<file path="config.mk">
export PLATFORM = sky130hd
export DESIGN_NAME = peripheral_clock_gating
export DESIGN_NICKNAME = d
export VERILOG_FILES = /design/src/clk_gate_pkg.sv /design/src/gate_select.sv /design/src/peripheral_clock_gating.sv
export SDC_FILE = /design/constraint.sdc
export NUM_CORES = 1
export LEC_CHECK = 0
export ABC_AREA = 1
export BUFFER_PORTS_ARGS = -buffer_cell sky130_fd_sc_hd__buf_2
export CAP_MARGIN = 0
export CORE_ASPECT_RATIO = 0.5
export CORE_UTILIZATION = 25
export CTS_CLUSTER_SIZE = 8
export DETAILED_ROUTE_END_ITERATION = 6
export GPL_ROUTABILITY_DRIVEN = 0
export GPL_TIMING_DRIVEN = 0
export PLACE_DENSITY_LB_ADDON = 0.12
export RECOVER_POWER = 50
export SYNTH_ARGS = -nofsm -noshare
export SYNTH_HDL_FRONTEND = slang
export SYNTH_HIERARCHICAL = 1
export SYNTH_SLANG_ARGS = --single-unit
</file>
<file path="constraint.sdc">
create_clock -name CORE_CLK -period 1.8 [get_ports CORE_CLK]
set_clock_uncertainty 0.1 [all_clocks]
set_input_delay 0 -clock CORE_CLK [delete_from_list [all_inputs] [get_ports CORE_CLK]]
set_output_delay 0 -clock CORE_CLK [all_outputs]
set_load 0.05 [all_outputs]
</file>
<file path="src/clk_gate_pkg.sv">
package clk_gate_pkg;

	// register offsets inside the system control block
	localparam logic [11:0] RUN_GATE_PERIPHERALS_OFS = 12'h104;
	localparam logic [11:0] RUN_GATE_PORTS_OFS = 12'h108;
	localparam logic [11:0] SLEEP_GATE_PERIPHERALS_OFS = 12'h114;
	localparam logic [11:0] SLEEP_GATE_PORTS_OFS = 12'h118;
	localparam logic [11:0] DEEP_SLEEP_GATE_PERIPHERALS_OFS = 12'h124;
	localparam logic [11:0] DEEP_SLEEP_GATE_PORTS_OFS = 12'h128;
	localparam logic [11:0] RUN_CLOCK_CONFIGURATION_OFS = 12'h1f0;

	// field positions, peripheral group
	localparam int TIMER_ZERO_BIT = 16;
	localparam int TIMER_ONE_BIT = 17;
	localparam int TIMER_TWO_BIT = 18;
	localparam int TWO_WIRE_ZERO_BIT = 12;
	localparam int SYNC_SERIAL_ZERO_BIT = 4;
	localparam int SERIAL_PORT_ONE_BIT = 1;
	localparam int SERIAL_PORT_ZERO_BIT = 0;
	// field positions, port group (a..e from here upward)
	localparam int PORT_A_BIT = 0;
	localparam int PORT_COUNT = 5;
	// automatic low-power gating in the run clock configuration
	localparam int AUTO_LOW_POWER_GATING_BIT = 0;

	// writable bits; everything else is reserved and reads zero
	localparam logic [31:0] PERIPHERALS_MASK = 32'h0007_1013;
	localparam logic [31:0] PORTS_MASK = 32'h0000_001f;
	localparam logic [31:0] CONFIG_MASK = 32'h0000_0001;

	// reset values
	localparam logic [31:0] GATE_RESET = 32'h0000_0000;
	localparam logic [31:0] CONFIG_RESET = 32'h0000_0000;
	localparam logic [31:0] READ_ZERO = 32'h0000_0000;

	typedef enum logic [1:0] {MODE_RUN, MODE_SLEEP, MODE_DEEP} power_mode_e;

	// one enable per controlled unit
	typedef struct packed {
		logic timer_two_gate;
		logic timer_one_gate;
		logic timer_zero_gate;
		logic two_wire_zero_gate;
		logic sync_serial_zero_gate;
		logic serial_port_one_gate;
		logic serial_port_zero_gate;
		logic [PORT_COUNT-1:0] port_gate;
	} units_s;

	localparam int UNIT_COUNT = 12;

	// peripheral bus request
	typedef struct packed {
		logic psel;
		logic penable;
		logic pwrite;
		logic [11:0] paddr;
		logic [31:0] pwdata;
	} apb_req_s;

endpackage

</file>
<file path="src/gate_select.sv">
`timescale 1ns/1ps
module gate_select (
	// clock and reset
	input wire logic clk,
	input wire logic rst,
	// selection
	input clk_gate_pkg::power_mode_e mode,
	input wire logic auto_gating,
	// candidate sets
	input clk_gate_pkg::units_s run_set,
	input clk_gate_pkg::units_s sleep_set,
	input clk_gate_pkg::units_s deep_set,
	// registered enables
	output clk_gate_pkg::units_s gate_en
);
	logic [clk_gate_pkg::UNIT_COUNT-1:0] en_r;
	logic [clk_gate_pkg::UNIT_COUNT-1:0] en_nxt;

	// per-unit pick of the set that governs the current mode
	genvar i;
	generate
		for (i = 0; i < clk_gate_pkg::UNIT_COUNT; i++) begin : g_unit
			always_comb begin
				en_nxt[i] = run_set[i];
				if (auto_gating && mode == clk_gate_pkg::MODE_SLEEP) begin
					en_nxt[i] = sleep_set[i];
				end else if (auto_gating &&
						mode == clk_gate_pkg::MODE_DEEP) begin
					en_nxt[i] = deep_set[i];
				end
			end
		end
	endgenerate

	// enables leave a flop so unit clocks never see a glitch
	always_ff @(posedge clk or posedge rst) begin
		if (rst) begin
			en_r <= '0;
		end else begin
			en_r <= en_nxt;
		end
	end

	assign gate_en = en_r;
endmodule

</file>
<file path="src/peripheral_clock_gating.sv">
// Functional notes
// - a one in a gating bit clocks that unit; a zero stops and disables it.
// - an access to a unit whose clock is stopped answers with a bus fault.
// - every gating bit reads zero after reset.
// - run, sleep and deep-sleep sets apply in their own power modes.
// - sleep and deep-sleep sets act only while automatic gating is set.
// - peripheral bit 12 gates two-wire unit zero.
// - peripheral bit 4 gates synchronous serial unit zero.
// - peripheral bits 1 and 0 gate serial ports one and zero.
// - port bits 0 to 4 gate ports a to e.
// - reserved bits are read-only and read zero.
`timescale 1ns/1ps
module peripheral_clock_gating (
	// clock and reset
	input wire logic CORE_CLK,
	input wire logic SYS_RST,
	// peripheral bus slave
	input clk_gate_pkg::apb_req_s APB_REQ,
	output logic [31:0] PRDATA,
	output logic PREADY,
	output logic PSLVERR,
	// power mode from the core
	input wire logic SLEEP_REQ,
	input wire logic DEEP_SLEEP_REQ,
	// unit clock enables
	output clk_gate_pkg::units_s UNIT_CLK_EN,
	// accesses aimed at units, and their fault answer
	input clk_gate_pkg::units_s UNIT_ACCESS,
	output clk_gate_pkg::units_s UNIT_FAULT
);
	logic [31:0] run_peri_r, run_peri_nxt;
	logic [31:0] run_port_r, run_port_nxt;
	logic [31:0] slp_peri_r, slp_peri_nxt;
	logic [31:0] slp_port_r, slp_port_nxt;
	logic [31:0] dsl_peri_r, dsl_peri_nxt;
	logic [31:0] dsl_port_r, dsl_port_nxt;
	logic [31:0] cfg_r, cfg_nxt;
	logic [31:0] rdata_r, rdata_nxt;
	logic err_r, err_nxt;
	clk_gate_pkg::power_mode_e mode_r, mode_nxt;
	logic setup, access, wr, hit;
	logic [31:0] rd_val;
	clk_gate_pkg::units_s run_set, sleep_set, deep_set, gate_en;

	// fold one peripheral word and one port word into unit enables
	function automatic clk_gate_pkg::units_s to_units(
		input logic [31:0] peri,
		input logic [31:0] port
	);
		clk_gate_pkg::units_s u;
		u.timer_two_gate = peri[clk_gate_pkg::TIMER_TWO_BIT];
		u.timer_one_gate = peri[clk_gate_pkg::TIMER_ONE_BIT];
		u.timer_zero_gate = peri[clk_gate_pkg::TIMER_ZERO_BIT];
		u.two_wire_zero_gate = peri[clk_gate_pkg::TWO_WIRE_ZERO_BIT];
		u.sync_serial_zero_gate =
			peri[clk_gate_pkg::SYNC_SERIAL_ZERO_BIT];
		u.serial_port_one_gate =
			peri[clk_gate_pkg::SERIAL_PORT_ONE_BIT];
		u.serial_port_zero_gate =
			peri[clk_gate_pkg::SERIAL_PORT_ZERO_BIT];
		u.port_gate = port[clk_gate_pkg::PORT_A_BIT +:
			clk_gate_pkg::PORT_COUNT];
		return u;
	endfunction

	// bus phase decode; the slave never waits
	assign setup = APB_REQ.psel && !APB_REQ.penable;
	assign access = APB_REQ.psel && APB_REQ.penable;
	assign wr = access && APB_REQ.pwrite && !err_r;
	assign PREADY = 1'b1;

	// address decode and read mux
	always_comb begin
		hit = 1'b1;
		unique case (APB_REQ.paddr)
			clk_gate_pkg::RUN_GATE_PERIPHERALS_OFS: rd_val = run_peri_r;
			clk_gate_pkg::RUN_GATE_PORTS_OFS: rd_val = run_port_r;
			clk_gate_pkg::SLEEP_GATE_PERIPHERALS_OFS: rd_val = slp_peri_r;
			clk_gate_pkg::SLEEP_GATE_PORTS_OFS: rd_val = slp_port_r;
			clk_gate_pkg::DEEP_SLEEP_GATE_PERIPHERALS_OFS: rd_val = dsl_peri_r;
			clk_gate_pkg::DEEP_SLEEP_GATE_PORTS_OFS: rd_val = dsl_port_r;
			clk_gate_pkg::RUN_CLOCK_CONFIGURATION_OFS: rd_val = cfg_r;
			default: begin
				rd_val = clk_gate_pkg::READ_ZERO;
				hit = 1'b0;
			end
		endcase
	end

	// read data and error are caught in the setup phase
	always_comb begin
		rdata_nxt = rdata_r;
		err_nxt = err_r;
		if (setup) begin
			rdata_nxt = rd_val;
			err_nxt = !hit;
		end
	end

	// register writes; reserved bits are masked off at the store
	always_comb begin
		run_peri_nxt = run_peri_r;
		run_port_nxt = run_port_r;
		slp_peri_nxt = slp_peri_r;
		slp_port_nxt = slp_port_r;
		dsl_peri_nxt = dsl_peri_r;
		dsl_port_nxt = dsl_port_r;
		cfg_nxt = cfg_r;
		if (wr) begin
			unique case (APB_REQ.paddr)
				clk_gate_pkg::RUN_GATE_PERIPHERALS_OFS:
					run_peri_nxt = APB_REQ.pwdata &
						clk_gate_pkg::PERIPHERALS_MASK;
				clk_gate_pkg::RUN_GATE_PORTS_OFS:
					run_port_nxt = APB_REQ.pwdata &
						clk_gate_pkg::PORTS_MASK;
				clk_gate_pkg::SLEEP_GATE_PERIPHERALS_OFS:
					slp_peri_nxt = APB_REQ.pwdata &
						clk_gate_pkg::PERIPHERALS_MASK;
				clk_gate_pkg::SLEEP_GATE_PORTS_OFS:
					slp_port_nxt = APB_REQ.pwdata &
						clk_gate_pkg::PORTS_MASK;
				clk_gate_pkg::DEEP_SLEEP_GATE_PERIPHERALS_OFS:
					dsl_peri_nxt = APB_REQ.pwdata &
						clk_gate_pkg::PERIPHERALS_MASK;
				clk_gate_pkg::DEEP_SLEEP_GATE_PORTS_OFS:
					dsl_port_nxt = APB_REQ.pwdata &
						clk_gate_pkg::PORTS_MASK;
				clk_gate_pkg::RUN_CLOCK_CONFIGURATION_OFS:
					cfg_nxt = APB_REQ.pwdata & clk_gate_pkg::CONFIG_MASK;
				default: ;
			endcase
		end
	end

	// power mode, deep sleep has priority over sleep
	always_comb begin
		mode_nxt = clk_gate_pkg::MODE_RUN;
		if (DEEP_SLEEP_REQ) begin
			mode_nxt = clk_gate_pkg::MODE_DEEP;
		end else if (SLEEP_REQ) begin
			mode_nxt = clk_gate_pkg::MODE_SLEEP;
		end
	end

	// state registers
	always_ff @(posedge CORE_CLK or posedge SYS_RST) begin
		if (SYS_RST) begin
			run_peri_r <= clk_gate_pkg::GATE_RESET;
			run_port_r <= clk_gate_pkg::GATE_RESET;
			slp_peri_r <= clk_gate_pkg::GATE_RESET;
			slp_port_r <= clk_gate_pkg::GATE_RESET;
			dsl_peri_r <= clk_gate_pkg::GATE_RESET;
			dsl_port_r <= clk_gate_pkg::GATE_RESET;
			cfg_r <= clk_gate_pkg::CONFIG_RESET;
			rdata_r <= clk_gate_pkg::READ_ZERO;
			err_r <= 1'b0;
			mode_r <= clk_gate_pkg::MODE_RUN;
		end else begin
			run_peri_r <= run_peri_nxt;
			run_port_r <= run_port_nxt;
			slp_peri_r <= slp_peri_nxt;
			slp_port_r <= slp_port_nxt;
			dsl_peri_r <= dsl_peri_nxt;
			dsl_port_r <= dsl_port_nxt;
			cfg_r <= cfg_nxt;
			rdata_r <= rdata_nxt;
			err_r <= err_nxt;
			mode_r <= mode_nxt;
		end
	end

	assign PRDATA = rdata_r;
	assign PSLVERR = access && err_r;

	// candidate sets for each mode
	assign run_set = to_units(run_peri_r, run_port_r);
	assign sleep_set = to_units(slp_peri_r, slp_port_r);
	assign deep_set = to_units(dsl_peri_r, dsl_port_r);

	gate_select u_select (
		.clk(CORE_CLK),
		.rst(SYS_RST),
		.mode(mode_r),
		.auto_gating(cfg_r[clk_gate_pkg::AUTO_LOW_POWER_GATING_BIT]),
		.run_set(run_set),
		.sleep_set(sleep_set),
		.deep_set(deep_set),
		.gate_en(gate_en)
	);

	// a stopped unit runs no clock and faults its accesses
	assign UNIT_CLK_EN = gate_en;
	assign UNIT_FAULT = UNIT_ACCESS & ~gate_en;
endmodule

</file>
== After elaboration in Yosys (flattened, before gate mapping) ==
Index checks and enable logic that the tools add are counted.
W data, S select, Z words.

* Logic and storage cells: 68
* Flip-flop bits (word level): 84
* Output and inout port bits: 58
* Input port bits: 63

* Reductions and logical operators: 18
* Equal/unequal tests: 9
* Muxes and demuxes: 28
* Bitwise logic cells: 2

{| class="wikitable"
|+ Operator list
! operator !! count
|-
| $pmux W19 S7 || 1
|-
| $eq A12 B9 Y1 const B || 7
|-
| $mux W1 || 26
|-
| $reduce_and A2 Y1 || 7
|-
| $and A12 B12 Y12 || 1
|-
| $not A12 Y12 || 1
|-
| $logic_and A1 B1 Y1 || 7
|-
| $reduce_or A7 Y1 || 1
|-
| $logic_not A1 Y1 || 3
|-
| $eq A2 B1 Y1 const B || 1
|-
| $eq A2 B2 Y1 const B || 1
|-
| $mux W2 || 1
|}

== Longest topological paths before layout ==
* Word-level depth: 4
* Depth in mapped cells: 11
* Depth with buffers taken out: 10

== Hierarchy ==
Netlist, hierarchy kept.

{| class="wikitable"
|+ By module, submodules not included
! module !! times used !! area an instance (µm²) !! cells each !! seq. area each (µm²)
|-
| peripheral_clock_gating || 1 || 2797.7 || 361 || 1226.2
|-
| gate_select || 1 || 698.2 || 108 || 300.3
|}

== Worst setup path after synthesis ==
Ideal clock, no wire load.

* Path kind: register to output
* Start: reg u_select.en_r (netlist bit u_select/gate_en[0])
* End: out UNIT_FAULT[0] in the netlist's numbering
* Slack: 0.420 ns
* Buffers on the path: 0
* Data arrival time: 1.280 ns
* Stages on the path, launching flop included: 2
* Required time: 1.700 ns
* Cell sequence: dfrtp_1 > nor2_1

{| class="wikitable"
|+ RTL lines
! what !! line !! text
|-
| from (decl) || gate_select.sv:16 || <nowiki>logic [clk_gate_pkg::UNIT_COUNT-1:0] en_r;</nowiki>
|-
| from (signal assigned) || gate_select.sv:40 || <nowiki>en_r <= en_nxt;</nowiki>
|-
| to (decl) || peripheral_clock_gating.sv:29 || <nowiki>output clk_gate_pkg::units_s UNIT_FAULT</nowiki>
|}

== Worst setup path in the final report ==
* Start: reg err_r
* End: reg slp_peri_r[0]

* Cells in the longest elaborated chain, start to end: 3

{| class="wikitable"
|+ Ends and longest elaborated chain
! what !! line !! text
|-
| from (decl) || peripheral_clock_gating.sv:39 || <nowiki>logic err_r, err_nxt;</nowiki>
|-
| from (signal assigned) || peripheral_clock_gating.sv:168 || <nowiki>err_r <= err_nxt;</nowiki>
|-
| $logic_not A1 Y1 || peripheral_clock_gating.sv:69 || <nowiki>assign wr = access && APB_REQ.pwrite && !err_r;</nowiki>
|-
| $logic_and A1 B1 Y1 || peripheral_clock_gating.sv:69 ||
|-
| $reduce_and A2 Y1 (no line) || -- ||
|-
| to (signal assigned) || peripheral_clock_gating.sv:151 || <nowiki>slp_peri_r <= clk_gate_pkg::GATE_RESET;</nowiki>
|-
| to (signal assigned) || peripheral_clock_gating.sv:162 || <nowiki>slp_peri_r <= slp_peri_nxt;</nowiki>
|-
| to (decl) || peripheral_clock_gating.sv:33 || <nowiki>logic [31:0] slp_peri_r, slp_peri_nxt;</nowiki>
|}

No other way between the ends.
A chain may end at the register's enable or synchronous reset.

==> metrics <==
period utilization=83.5%; CTS Root Cell=clkbuf_16; ant diodes=0; CP Class=register to register; Worst Path Buf+Inv=3; clock latency on the worst-skew pair=approximately 330 ps; final core occ=33.9%; most frequent cells in the layout=151 x nand2_1, 66 x inv_1, 61 x dfrtp_1, 59 x buf_2, 42 x nor2_1; Netlist Area Pre-Place=3500 sq um; R2R Path Start=err_r; die height=85.6 microns; Initial Utilization=25.7%; Critical Path Start=err_r; final setup TNS=0 ps; post-synthesis register bit count=61; RSZ-0062 raised after global routing=false; drt pass-1 iters=4; endpoints failing hold=0; worst hold path startpoint=APB_REQ[44]; Worst path top cell family by delay=buffers and inverters; Sinks on Clock Net=61; Setup crit end kind=register; Netlist cell types=27; CP peak stage delay=340 ps; relative slew slack=53.0%; final setup fails=0; post-DP HPWL=7160 microns; Fill cells=1498; Hold Crit Class=primary input to register; status=finished, final reports clean; cell breakdown of the critical path=inv_1 -> nand4_1 -> clkinv_1 -> nand2_2 -> buf_6 -> nand2_2 -> o21ai_2; Detail Route Antenna Nets=0; CP max FO=10; global-route wire length before repair=14900 microns; Tmin final=1500 ps; Mapped Cells=469; max-cap check violation count=0; yosys warns=6; Routed WL=approximately 9500 microns; setup bufs post-CTS=0; data required time of the worst path=1960 ps; Leak=between 2 and 2.5 nW; crit-path most repeated cell=nand2_2; Syn-to-layout area delta=31.7%; Ports=~120; DIE AREA=~14000 sq um; initial antenna violation count=0; Fmax achieved=0.665 GHz; Die X=approximately 170 microns; GRT Total Usage=13.8%; Worst-path clk slew=around 50 ps; fin. max-slew vios=0; met3 Usage GRT=under 10%; met1 GRT Util=19.5%; startpoint types=register; layout cells sized above 1=26.8%; peak supply drop=0.401 mV; met2 usage=20.6%; slew of the pin with the lowest slew margin=705 ps; GRT overflow=0; slowest stage cell, crit path=dfrtp_1; Arr. time, crit path=1670 ps; core footprint=13600 sq um; DR WL/cell=12.1 microns; Post-Syn Area per Cell=between 7 and 8 sq um; cts bufs inserted=9; vias in the first global route=2779; sequential-to-total area share from yosys stat=43.7%; Via Count=3079; I/O Buffers=73; Final #Nets=651; # DRC=0; final hold slack=69.8 ps; H-Tree Depth=3; pin count of the biggest net entering global routing=33; Bufs on Longest Clock Path=2; Top Usage Layer GRT=met2; CTS tree=done; most common cell after layout, fill and taps aside=nand2_1; row count=30; vias per inst=3.92; Iteration-0 DRC Markers=91; Pwr per Cell Area=778 nW/um^2
final timing paths:
| kind | endpoint | slack [ps] | depth (start not counted) |
|---|---|---|---|
| max | slp_peri_r[0] | 300 | 7 |
| min | cfg_r[0] | 70 | 5 |
| max reg2reg | slp_peri_r[0] | 300 | 7 |
| min reg2reg | PRDATA[12] | 380 | 2 |
| max in group asynchronous | run_port_r[1] | 360 | 4 |
| min in group asynchronous | u_select/gate_en[9] | 220 | 3 |
report_power, final:
group / internal (W) / switching (W) / leakage (nW)
Clock: 0.00118 / 0.000614 / 0.158
Sequential: 0.00138 / 0.00000378 / 0.847
Combinational: 0.000116 / 0.000294 / 1.44
Total: 0.00267 / 0.000912 / 2.45
kinds of logic (layout without fill, tap and decap cells):
group	count (synthesis)	in the layout	share of synthesized area, %
and+or+nand+nor	262	262	33.3
other	2	24	0.215
buffers and inverters	106	208	15.4
DFF	61	61	43.7
AOI/OAI and AO/OA	38	38	7.44
layout make-up:
class,count,area [sq um],area share (%)
buffer,33,260,5.65
tap,192,240,5.22
sequential,61,1530,33.2
inverter,73,275,5.98
clock buffer,12,267,5.79
timing repair buffer,86,474,10.3
clock inverter,4,45.0,0.979
multi-input combinational,324,1520,32.9
tightest hold or removal path: stages:
cell	delay (ps)
buf_2	90
nand4_1	120
nor2_1	90
nand2_1	60
o21a_1	100
sequential cells by signal, summed over array words and instances (netlist names):
register / count
run_port_r: 5
dsl_peri_r: 7
slp_peri_r: 7
u_select/gate_en: 12
PRDATA: 9
slp_port_r: 5
run_peri_r: 7
mode_r: 2
err_r: 1
cfg_r: 1
dsl_port_r: 5
metal layers:
metal / wire [microns] / vias up
li1: - / 1617
met3: 486 / 2
met5: 0 / -
met1: 5080 / 1391
met2: 3900 / 69
met4: 35 / 0
synth_stat cells, drive strengths merged:
cell type    n  share of area [%]
nand4        2               0.36
nand3       37                5.9
clkbuf       1               0.21
conb         2               0.21
nor3         6                1.1
nor2        52                7.0
nand2      165                 19
buf         32                7.2
clkinv       2               0.21
inv         71                7.7
o21ai       37                7.2
o21a         1               0.21
dfrtp       61                 44
what timing repair did:
item | in CTS | in global routing
gates resized for setup | 0 | 0
endpoints found under the hold margin | 95 | 0
endpoints found under the setup margin | 0 | 0
hold buffers | 12 | 0
metrics by stage:
stage	instances	area [sq um]	power, W	worst slack, ps
6_report	785	4600	0.00358	297
5_1_grt	785	4600	0.00373	94.9
4_1_cts	785	4640	0.00364	298
3_5_place_dp	757	4200	0.00181	311
3_3_place_gp	756	4180	0.00180	-359
2_1_floorplan	491	3580	0.00170	420
(Power assumes the default switching activity.)
